$ cat config.mk
export PLATFORM = sky130hd
export DESIGN_NAME = usb_device_core_ctrl_status
export DESIGN_NICKNAME = d
export VERILOG_FILES = /design/src/usb_device_core_ctrl_status.v
export VERILOG_INCLUDE_DIRS = /design/src /design/src/src
export SDC_FILE = /design/constraint.sdc
export NUM_CORES = 1
export LEC_CHECK = 0
export BUFFER_PORTS_ARGS = -buffer_cell sky130_fd_sc_hd__buf_2
export CORE_AREA = 2 2 92 94
export CTS_CLUSTER_SIZE = 40
export DETAILED_ROUTE_END_ITERATION = 16
export DIE_AREA = 0 0 94 96
export PLACE_DENSITY = 0.85
export SLEW_MARGIN = 25
export SYNTH_ARGS = -nofsm -noshare
export SYNTH_HDL_FRONTEND = slang
export SYNTH_SLANG_ARGS = --single-unit
export TNS_END_PERCENT = 50
$ cat constraint.sdc
create_clock -name clk_i -period 4.2 [get_ports clk_i]
set_input_delay 0.21 -clock clk_i [delete_from_list [all_inputs] [get_ports clk_i]]
set_output_delay 0.21 -clock clk_i [all_outputs]
set_load 0.02 [all_outputs]
$ cat src/usb_core_defs.vh
// Purpose: Constants for the USB device control, event flag and bus status block
// Assumes: Avalon-MM word bus, byte addresses, 25 MHz clock
// Notes: How it works list follows
`ifndef USB_CORE_DEFS_VH
`define USB_CORE_DEFS_VH
`define OFS_CONTROL    8'h40
`define OFS_FLAGS      8'h44
`define OFS_STATUS     8'h48
`define CTL_RESET      16'h0003
`define CTL_IRQ_EN_HI  15
`define CTL_IRQ_EN_LO  8
`define CTL_RESUME     4
`define CTL_SUSPEND    3
`define CTL_LOWPWR     2
`define CTL_CLOSE      1
`define CTL_SOFTRST    0
`define FLG_XFER       15
`define FLG_PKTMEM     14
`define FLG_ERROR      13
`define FLG_WAKE       12
`define FLG_SUSP       11
`define FLG_BUSRST     10
`define FLG_SOF        9
`define FLG_ESOF       8
`define FLG_DIR        4
`define IDLE_TIME_US   3000
`define CLK_MHZ        25
`define IDLE_CYCLES    (`IDLE_TIME_US * `CLK_MHZ)
`endif

$ cat src/usb_device_core_ctrl_status.v
// Purpose: Control, event flag and bus status registers of a full-speed USB device core
// Assumes: Transaction and SOF events arrive as single-cycle pulses from the packet engine
// Notes: Reads and writes answer with one wait cycle; unmapped reads return zero

`include "usb_core_defs.vh"

module usb_device_core_ctrl_status #(
  parameter IDLE_CYCLES = `IDLE_CYCLES             // Bus idle time before suspend request
) (
  input  wire        clk_i,                        // 25 MHz clock
  input  wire        rstn_i,                       // Async reset, active low
  input  wire [7:0]  avs_address_i,                // Byte address
  input  wire        avs_read_i,                   // Read request
  input  wire        avs_write_i,                  // Write request
  input  wire [31:0] avs_writedata_i,              // Write data
  input  wire [3:0]  avs_byteenable_i,             // Byte enables
  output reg  [31:0] avs_readdata_o,               // Read data
  output reg         avs_waitrequest_o,            // Wait request
  input  wire        dplus_i,                      // D+ receiver level (async)
  input  wire        dminus_i,                     // D- receiver level (async)
  input  wire        xfer_ok_i,                    // Transaction finished correctly
  input  wire        xfer_out_i,                   // Direction of that transaction, 1 = OUT
  input  wire [3:0]  xfer_ep_i,                    // Endpoint of that transaction
  input  wire        xfer_hp_i,                    // Endpoint is isochronous or double-buffered bulk
  input  wire        pktmem_fault_i,               // Packet memory overrun or underrun
  input  wire        xfer_error_i,                 // Transaction error
  input  wire        bus_activity_i,               // Any bus traffic seen this cycle
  input  wire        bus_reset_i,                  // Reset signalling detected
  input  wire        sof_i,                        // SOF packet received
  input  wire        sof_missed_i,                 // Expected SOF did not arrive
  output reg         irq_lo_o,                     // Low-priority interrupt
  output reg         irq_hi_o,                     // High-priority interrupt
  output reg         resume_o,                     // Resume request upstream
  output reg         suspend_o,                    // Device in suspend state
  output reg         low_power_o,                  // Transceiver in low-power mode
  output reg         disconnect_o,                 // Device closed and disconnected
  output reg         core_reset_o                  // Peripheral held in reset
);

  reg  [15:0] ctl_q;
  reg  [7:0]  flags_q;
  reg         dir_q;
  reg  [3:0]  ep_q;
  reg         hp_pend_q;
  reg  [1:0]  dp_sync_q;
  reg  [1:0]  dm_sync_q;
  reg         lock_q;
  reg         sof_seen_q;
  reg  [1:0]  lost_q;
  reg  [10:0] fnum_q;
  reg  [31:0] idle_cnt_q;
  reg         req_q;
  reg  [7:0]  set_d;

  wire        wr_go   = avs_write_i & req_q;
  wire        low_we  = avs_byteenable_i[0];
  wire        high_we = avs_byteenable_i[1];
  wire        susp_idle = (idle_cnt_q == IDLE_CYCLES - 1);

  // Merge byte enables into a 16-bit register image
  function [15:0] merge16;
    input [15:0] old;
    input [31:0] wd;
    input        b0;
    input        b1;
    begin
      merge16 = {b1 ? wd[15:8] : old[15:8], b0 ? wd[7:0] : old[7:0]};
    end
  endfunction

  // Hardware event sources, one per flag bit 15..8
  always @* begin
    set_d = {xfer_ok_i,
             pktmem_fault_i,
             xfer_error_i,
             ctl_q[`CTL_SUSPEND] & bus_activity_i,
             susp_idle & ~ctl_q[`CTL_SUSPEND],
             bus_reset_i,
             sof_i,
             sof_missed_i & ~ctl_q[`CTL_SUSPEND]};
  end

  // Bus slave: one wait cycle, then the access completes
  always @(posedge clk_i or negedge rstn_i) begin
    if (!rstn_i) begin
      req_q             <= 1'b0;
      avs_waitrequest_o <= 1'b1;
      avs_readdata_o    <= 32'h00000000;
    end else begin
      req_q             <= (avs_read_i | avs_write_i) & ~req_q;
      avs_waitrequest_o <= ~((avs_read_i | avs_write_i) & ~req_q);
      if (avs_read_i & ~req_q) begin
        case (avs_address_i)
          `OFS_CONTROL: avs_readdata_o <= {16'h0000, ctl_q};
          `OFS_FLAGS:   avs_readdata_o <= {16'h0000, flags_q, 3'b000, dir_q, ep_q};
          `OFS_STATUS:  avs_readdata_o <= {16'h0000, dp_sync_q[1], dm_sync_q[1], lock_q, lost_q, fnum_q};
          default:      avs_readdata_o <= 32'h00000000;
        endcase
      end
    end
  end

  // Control register; low-power clears itself once the wake flag is set while suspend is on
  always @(posedge clk_i or negedge rstn_i) begin
    if (!rstn_i) begin
      ctl_q <= `CTL_RESET;
    end else if (wr_go && avs_address_i == `OFS_CONTROL) begin
      ctl_q <= merge16(ctl_q, avs_writedata_i, low_we, high_we) & 16'hFF1F;
    end else if (ctl_q[`CTL_SUSPEND] && flags_q[`FLG_WAKE - 8]) begin
      ctl_q[`CTL_LOWPWR] <= 1'b0;
    end
  end

  // Event flags: write zero clears, write one keeps, a new event wins over clear
  always @(posedge clk_i or negedge rstn_i) begin
    if (!rstn_i) begin
      flags_q <= 8'h00;
      dir_q   <= 1'b0;
      ep_q    <= 4'h0;
    end else begin
      if (wr_go && avs_address_i == `OFS_FLAGS && high_we)
        flags_q <= (flags_q & avs_writedata_i[15:8]) | set_d;
      else
        flags_q <= flags_q | set_d;
      if (xfer_ok_i) begin
        dir_q <= xfer_out_i;
        ep_q  <= xfer_ep_i;
      end
    end
  end

  // High-priority pending follows the transfer flag but only for fast endpoints
  always @(posedge clk_i or negedge rstn_i) begin
    if (!rstn_i)
      hp_pend_q <= 1'b0;
    else if (xfer_ok_i)
      hp_pend_q <= xfer_hp_i;
    else if (!flags_q[`FLG_XFER - 8])
      hp_pend_q <= 1'b0;
  end

  // Line levels come from pins, so two flops before use
  always @(posedge clk_i or negedge rstn_i) begin
    if (!rstn_i) begin
      dp_sync_q <= 2'b00;
      dm_sync_q <= 2'b00;
    end else begin
      dp_sync_q <= {dp_sync_q[0], dplus_i};
      dm_sync_q <= {dm_sync_q[0], dminus_i};
    end
  end

  // Frame tracking; the status register has no write path at all
  always @(posedge clk_i or negedge rstn_i) begin
    if (!rstn_i) begin
      lock_q     <= 1'b0;
      sof_seen_q <= 1'b0;
      lost_q     <= 2'b00;
      fnum_q     <= 11'h000;
    end else if (bus_reset_i) begin
      lock_q     <= 1'b0;
      sof_seen_q <= 1'b0;
      lost_q     <= 2'b00;
    end else if (sof_i) begin
      sof_seen_q <= 1'b1;
      lock_q     <= lock_q | sof_seen_q;
      lost_q     <= 2'b00;
      fnum_q     <= fnum_q + 11'h001;
    end else if (set_d[0]) begin
      // A missed frame breaks the run of consecutive SOFs, so lock must be earned again
      lock_q     <= 1'b0;
      sof_seen_q <= 1'b0;
      lost_q     <= lost_q + 2'b01;
    end
  end

  // Idle timer for the suspend request; saturates so the flag fires once per idle spell
  always @(posedge clk_i or negedge rstn_i) begin
    if (!rstn_i)
      idle_cnt_q <= 32'h00000000;
    else if (bus_activity_i || ctl_q[`CTL_SOFTRST])
      idle_cnt_q <= 32'h00000000;
    else if (idle_cnt_q < IDLE_CYCLES)
      idle_cnt_q <= idle_cnt_q + 32'h00000001;
  end

  // Registered outputs
  always @(posedge clk_i or negedge rstn_i) begin
    if (!rstn_i) begin
      irq_lo_o     <= 1'b0;
      irq_hi_o     <= 1'b0;
      resume_o     <= 1'b0;
      suspend_o    <= 1'b0;
      low_power_o  <= 1'b0;
      disconnect_o <= 1'b1;
      core_reset_o <= 1'b1;
    end else begin
      irq_lo_o     <= |(flags_q & ctl_q[`CTL_IRQ_EN_HI:`CTL_IRQ_EN_LO]);
      irq_hi_o     <= flags_q[`FLG_XFER - 8] & ctl_q[`CTL_IRQ_EN_HI] & hp_pend_q;
      resume_o     <= ctl_q[`CTL_RESUME];
      suspend_o    <= ctl_q[`CTL_SUSPEND];                                          // Software-set suspend state
      low_power_o  <= ctl_q[`CTL_LOWPWR] & ctl_q[`CTL_SUSPEND];
      disconnect_o <= ctl_q[`CTL_CLOSE];
      core_reset_o <= ctl_q[`CTL_SOFTRST];
    end
  end

endmodule // usb_device_core_ctrl_status

== Word-level counts from Yosys, hierarchy flattened ==
Index checks and enable logic that the tools add are counted.

* Muxes and demuxes: 17
* Eq/ne operators: 6
* Add/sub/neg operators: 3
* Reduce and logical (&&, ||, !) cells: 13
* $lt $le $gt $ge: 1
* Bitwise operators: 19

{| class="wikitable"
|+ Operator list
! kind !! number
|-
| two-way mux 32 bit || 2
|-
| one-hot mux 16 bit (3 select lines) || 1
|-
| adder 32 x 1 -> 32 bit (second input constant) || 1
|-
| == test 32 x 17 -> 1 bit (second input constant) || 1
|-
| less-than comparator 32 x 17 -> 1 bit (second input constant) || 1
|-
| == test 8 x 7 -> 1 bit (second input constant) || 3
|-
| AND 8 bit || 2
|-
| bitwise OR 8 bit || 2
|-
| adder 11 x 1 -> 11 bit (second input constant) || 1
|-
| AND 1 bit || 9
|-
| two-way mux 1 bit || 9
|-
| two-way mux 8 bit || 1
|-
| AND reduction 2 bit || 4
|-
| OR reduction 8 bit || 1
|-
| two-way mux 2 bit || 3
|-
| logical AND 1 bit || 4
|-
| inequality test 2 bit (second input constant) || 2
|-
| inverter 1 bit || 4
|-
| nonzero test 2 bit || 2
|-
| two-way mux 3 bit || 1
|-
| nonzero test 3 bit || 1
|-
| adder 2 x 1 -> 2 bit (second input constant) || 1
|-
| bitwise OR 1 bit || 2
|-
| logical OR 1 bit || 1
|}

* Logic and storage cells: 83
* Input port bits: 63
* Bits in registers: 119
* Output and inout port bits: 40

== Longest topological paths before layout ==
* Depth in word-level cells: 5
* Mapped depth: 7

== Worst setup path before layout ==
No wires, ideal clock.

* Kind: flip-flop to flip-flop
* Start: register idle_cnt_q[3]
* End: register idle_cnt_q[14]
* Setup time: 0.136 ns
* Arrival: 1.695 ns
* Period minus slack after synthesis: 1.831 ns
* Data required time: 4.064 ns
* Cell stages (with the launch flop): 7
* Setup slack: 2.369 ns
* Path buffers: 1
* Cell sequence: dfrtp_1 and2_4 a2111oi_4 o311ai_4 buf_4 o41ai_1 a21oi_1

* Cells in the longest elaborated chain, start to end: 3
* Elaborated cells on any way between the ends: 5

{| class="wikitable"
|+ RTL lines
! element !! line !! text
|-
| start, declared || usb_device_core_ctrl_status.v:51 || <nowiki>reg [31:0] idle_cnt_q;</nowiki>
|-
| start signal, assigned || usb_device_core_ctrl_status.v:184 || <nowiki>idle_cnt_q <= idle_cnt_q + 32'h00000001;</nowiki>
|-
| adder 32 x 1 -> 32 bit || usb_device_core_ctrl_status.v:184 ||
|-
| two-way mux 32 bit || usb_device_core_ctrl_status.v:183 || <nowiki>else if (idle_cnt_q < IDLE_CYCLES)</nowiki>
|-
| two-way mux 32 bit || usb_device_core_ctrl_status.v:181 || <nowiki>else if (bus_activity_i || ctl_q[`CTL_SOFTRST])</nowiki>
|}

Several ways; a longest one is shown, not always the timed one. The select of a mux whose other input is x is not followed.
A chain may end at the register's enable or synchronous reset.

== Worst setup path in the final report ==
* Start: input port avs_address_i[5]
* End: register flags_q[0]

* Cells in the longest elaborated chain, start to end: 4

{| class="wikitable"
|+ RTL lines
! element !! line !! text
|-
| start, declared || usb_device_core_ctrl_status.v:12 || <nowiki>input wire [7:0] avs_address_i,</nowiki>
|-
| == test 8 x 7 -> 1 bit || - ||
|-
| logical AND 1 bit (no source line) || - ||
|-
| logical AND 1 bit || usb_device_core_ctrl_status.v:121 || <nowiki>if (wr_go && avs_address_i == `OFS_FLAGS && high_we)</nowiki>
|-
| two-way mux 8 bit || usb_device_core_ctrl_status.v:121 ||
|-
| end signal, assigned || usb_device_core_ctrl_status.v:122 || <nowiki>flags_q <= (flags_q & avs_writedata_i[15:8]) | set_d;</nowiki>
|-
| end signal, assigned || usb_device_core_ctrl_status.v:124 || <nowiki>flags_q <= flags_q | set_d;</nowiki>
|-
| end, declared || usb_device_core_ctrl_status.v:41 || <nowiki>reg [7:0] flags_q;</nowiki>
|}

Every way passes these cells.

==> metrics.cfg <==
[cts]
cts_setup_buffers = 0
cts_made_buffers = 9
clkTransAtPathRegs_ns = 0.09
holdBufCountCts = 3
clk_latency_ns = 0.36
cts_tree = done
cts_resized = 0
root_buffer = clkbuf_8
cts.path.max_buffers = 2
clkSinkCount = 103
cts.htree.levels = 3

[critical_path]
slowest_delay_ns = 0.90
crit_arrival_ns = 2.88
cp_slowest_cell = or4b_1
start_kind = primary input
crit_path_cell_trace = buf_2 -> or4b_1 -> nor4_4 -> nand4_2 -> o21ai_0 -> nand2_1
end_kind = register
cpLargestDelayFamily = simple AND/OR/NAND/NOR gates
required_ns = 4.45
path_class = primary input to register
critPathMaxFanout = 17
crit_buf_inv = 1

[finish]
n_antenna_cell = 0
fin_nets = 534
multi_input_area_um2 = 1840
final_area_um2 = 5160
area_delta_synth_final_pct = 13.5
drive_gt1_frac = 0.249
fin_cells = 579
regArea_um2 = 2580
fillers = 632

[die]
die_y_um = 96
initial_core_util = 0.565
rows = 33
die_w_um = 94
coreArea_um2 = 8050
pin_count = 103
dieArea_um2 = 9020

[yosys]
yosysUniqueCellTypes = 49
yosys.area.top_type = dfrtp_1
ys_dominant_reg_cell = dfrtp_1
ys_top_cells_by_count = dfrtp_1 (98), nand2_1 (43), o21ai_0 (24)
synth_area_um2 = 4550
yosysMostFrequentCell = dfrtp_1
ys_ff_latch = 103
yosysSeqAreaShare = 0.568
netlist_instances = 403
synth_edf_count = 0
synth_top_area_frac = 0.539
synthArstFlopShare = 1.00
syn_area_per_cell_um2 = 11.3
ys_warn_count = 0
synth_area_leaders = dfrtp_1 (54%), mux2_2 (4.5%), nand2_1 (3.5%)

[timing]
rsz0062_at_grt = no
slew_headroom = 0.400
fin_skew_ns = 0.00757
post-route-min-period_ns = 2.63
max_freq_ghz = 0.380
slew_viol_final = 0
max_slew.worst_pin.slew_ns = 0.893
setup_tns_ns = 0
period_share = 0.626
hold_viol = 0
report.final.setup_viol = 0

[pwr]
p_seq_frac = 0.577
p_sw_frac = 0.243
p_int_w = 0.00142
p_clk_frac = 0.342
p_per_area_nw_per_um2 = 364
p_comb_frac = 0.081
p_leak_nw = 2.45
ir_worst_vdd_mv = 0.168
switchingPower_w = 0.000456

[detailed_routing]
remaining_drc_errors = 0
viasPerCell = 5.80
drtIter0Drc = 203
ant_nets = 0
wire_per_inst_um = 16.8
dr.pass1.iters = 4
vias = 3360
drt-total-wl_um = 9750

[global_routing]
grt_pass1_vias = 3351
grt.total_usage = 0.229
grt_pass1_wl_um = 15900
antenna_found_initial = 1
grt_max_degree = 68
grt_overflow_total = 0

[flow_run]
drv_cap = 0

[place]
gp_congestion = 0.844
dpl.hpwl_um = 6690
placed_area_um2 = 4920
io_buffers = 65
dp.cells = 560

[outcome]
outcome = complete, no violations

[hold_path]
hold_path_class = primary input to register

routing by layer:
layer	part of all wire	GRT usage
met5	0.0013	0
met4	0.016	0.0833
met3	0.062	0.0658
met2	0.51	0.390
met1	0.41	0.279
layout by cell type (no fill, tap or decap), types with 9 or more instances in the layout:
master and n:
buf_2 64, nor2_1 9, a22o_1 13, clkbuf_8 12, conb_1 16, a22oi_1 17, a21oi_1 16, mux2_2 18
and3_1 18, o21ai_0 24, nand3_1 10, nand2_1 43, o21ai_1 10, dfrtp_1 98
registers in the layout (all words and copies together) (netlist names), 2 cells and up:
name            count
fnum_q             11
avs_readdata_o     16
dp_sync_q           2
dm_sync_q           2
ctl_q              13
flags_q             8
lost_q              2
ep_q                4
idle_cnt_q         32
area by class of cell:
class	instances	area share
clock buffer	14	0.0334
sequential	103	0.500
inverter	3	0.00218
clock inverter	2	0.00727
tap	105	0.0254
timing repair buffer	72	0.0751
multi-input combinational	280	0.356
kinds of logic after synthesis:
kind of cell               share of synthesized area
AOI/OAI and AO/OA                              0.137
buffers and inverters                         0.0446
muxes                                         0.0468
DFF                                            0.568
other                                       0.000825
xor gates and xnor gates                      0.0250
and+or+nand+nor                                0.172
adders and majority gates                    0.00550
per-stage QoR:
stage | hold slack (ns) | setup WS (ns) | total power [W] | util
after floorplan | -0.0856 | 2.37 | 0.00119 | -
after global placement | 0.321 | 1.34 | 0.00124 | 0.610
after detailed placement | 0.320 | 1.23 | 0.00125 | 0.612
after CTS | 0.0104 | 1.61 | 0.00190 | 0.641
after global routing | 0.0174 | 1.46 | 0.00196 | 0.641
final | 0.0308 | 1.57 | 0.00188 | 0.641
power groups by stage:
stage | clock, W | sequential, W | combinational, W
after CTS | 0.000663 | 0.00108 | 0.000154
after global routing | 0.000699 | 0.00109 | 0.000169
after global placement | 0 | 0.00110 | 0.000141
after floorplan | 0 | 0.00109 | 0.0000937
final | 0.000643 | 0.00108 | 0.000152
after detailed placement | 0 | 0.00110 | 0.000151
worst paths after layout:
kind,startpoint,to,slack [ns],cells after the start
hold reg to reg,dm_sync_q[0]$_DFF_PN0_,dm_sync_q[1]$_DFF_PN0_,0.37,0
setup / recovery,avs_address_i[5],flags_q[0]$_DFF_PN0_,1.57,6
setup reg to reg,idle_cnt_q[27]$_DFFE_PN0P_,idle_cnt_q[14]$_DFFE_PN0P_,1.92,6
max in group asynchronous,rstn_i,avs_waitrequest_o$_DFF_PN1_,2.69,3
hold / removal,pktmem_fault_i,flags_q[6]$_DFF_PN0_,0.03,2
min in group asynchronous,rstn_i,ep_q[3]$_DFFE_PN0P_,0.48,2
worst reg2reg max path, stage by stage (launching register included):
cell and delay, ns:
dfrtp_1 0.39, nor4_1 0.41, and4_1 0.34, o311ai_4 0.10
buf_4 0.26, or4b_1 0.54, a21oi_1 0.17
No activity file was read; power rests on OpenSTA's default activity.
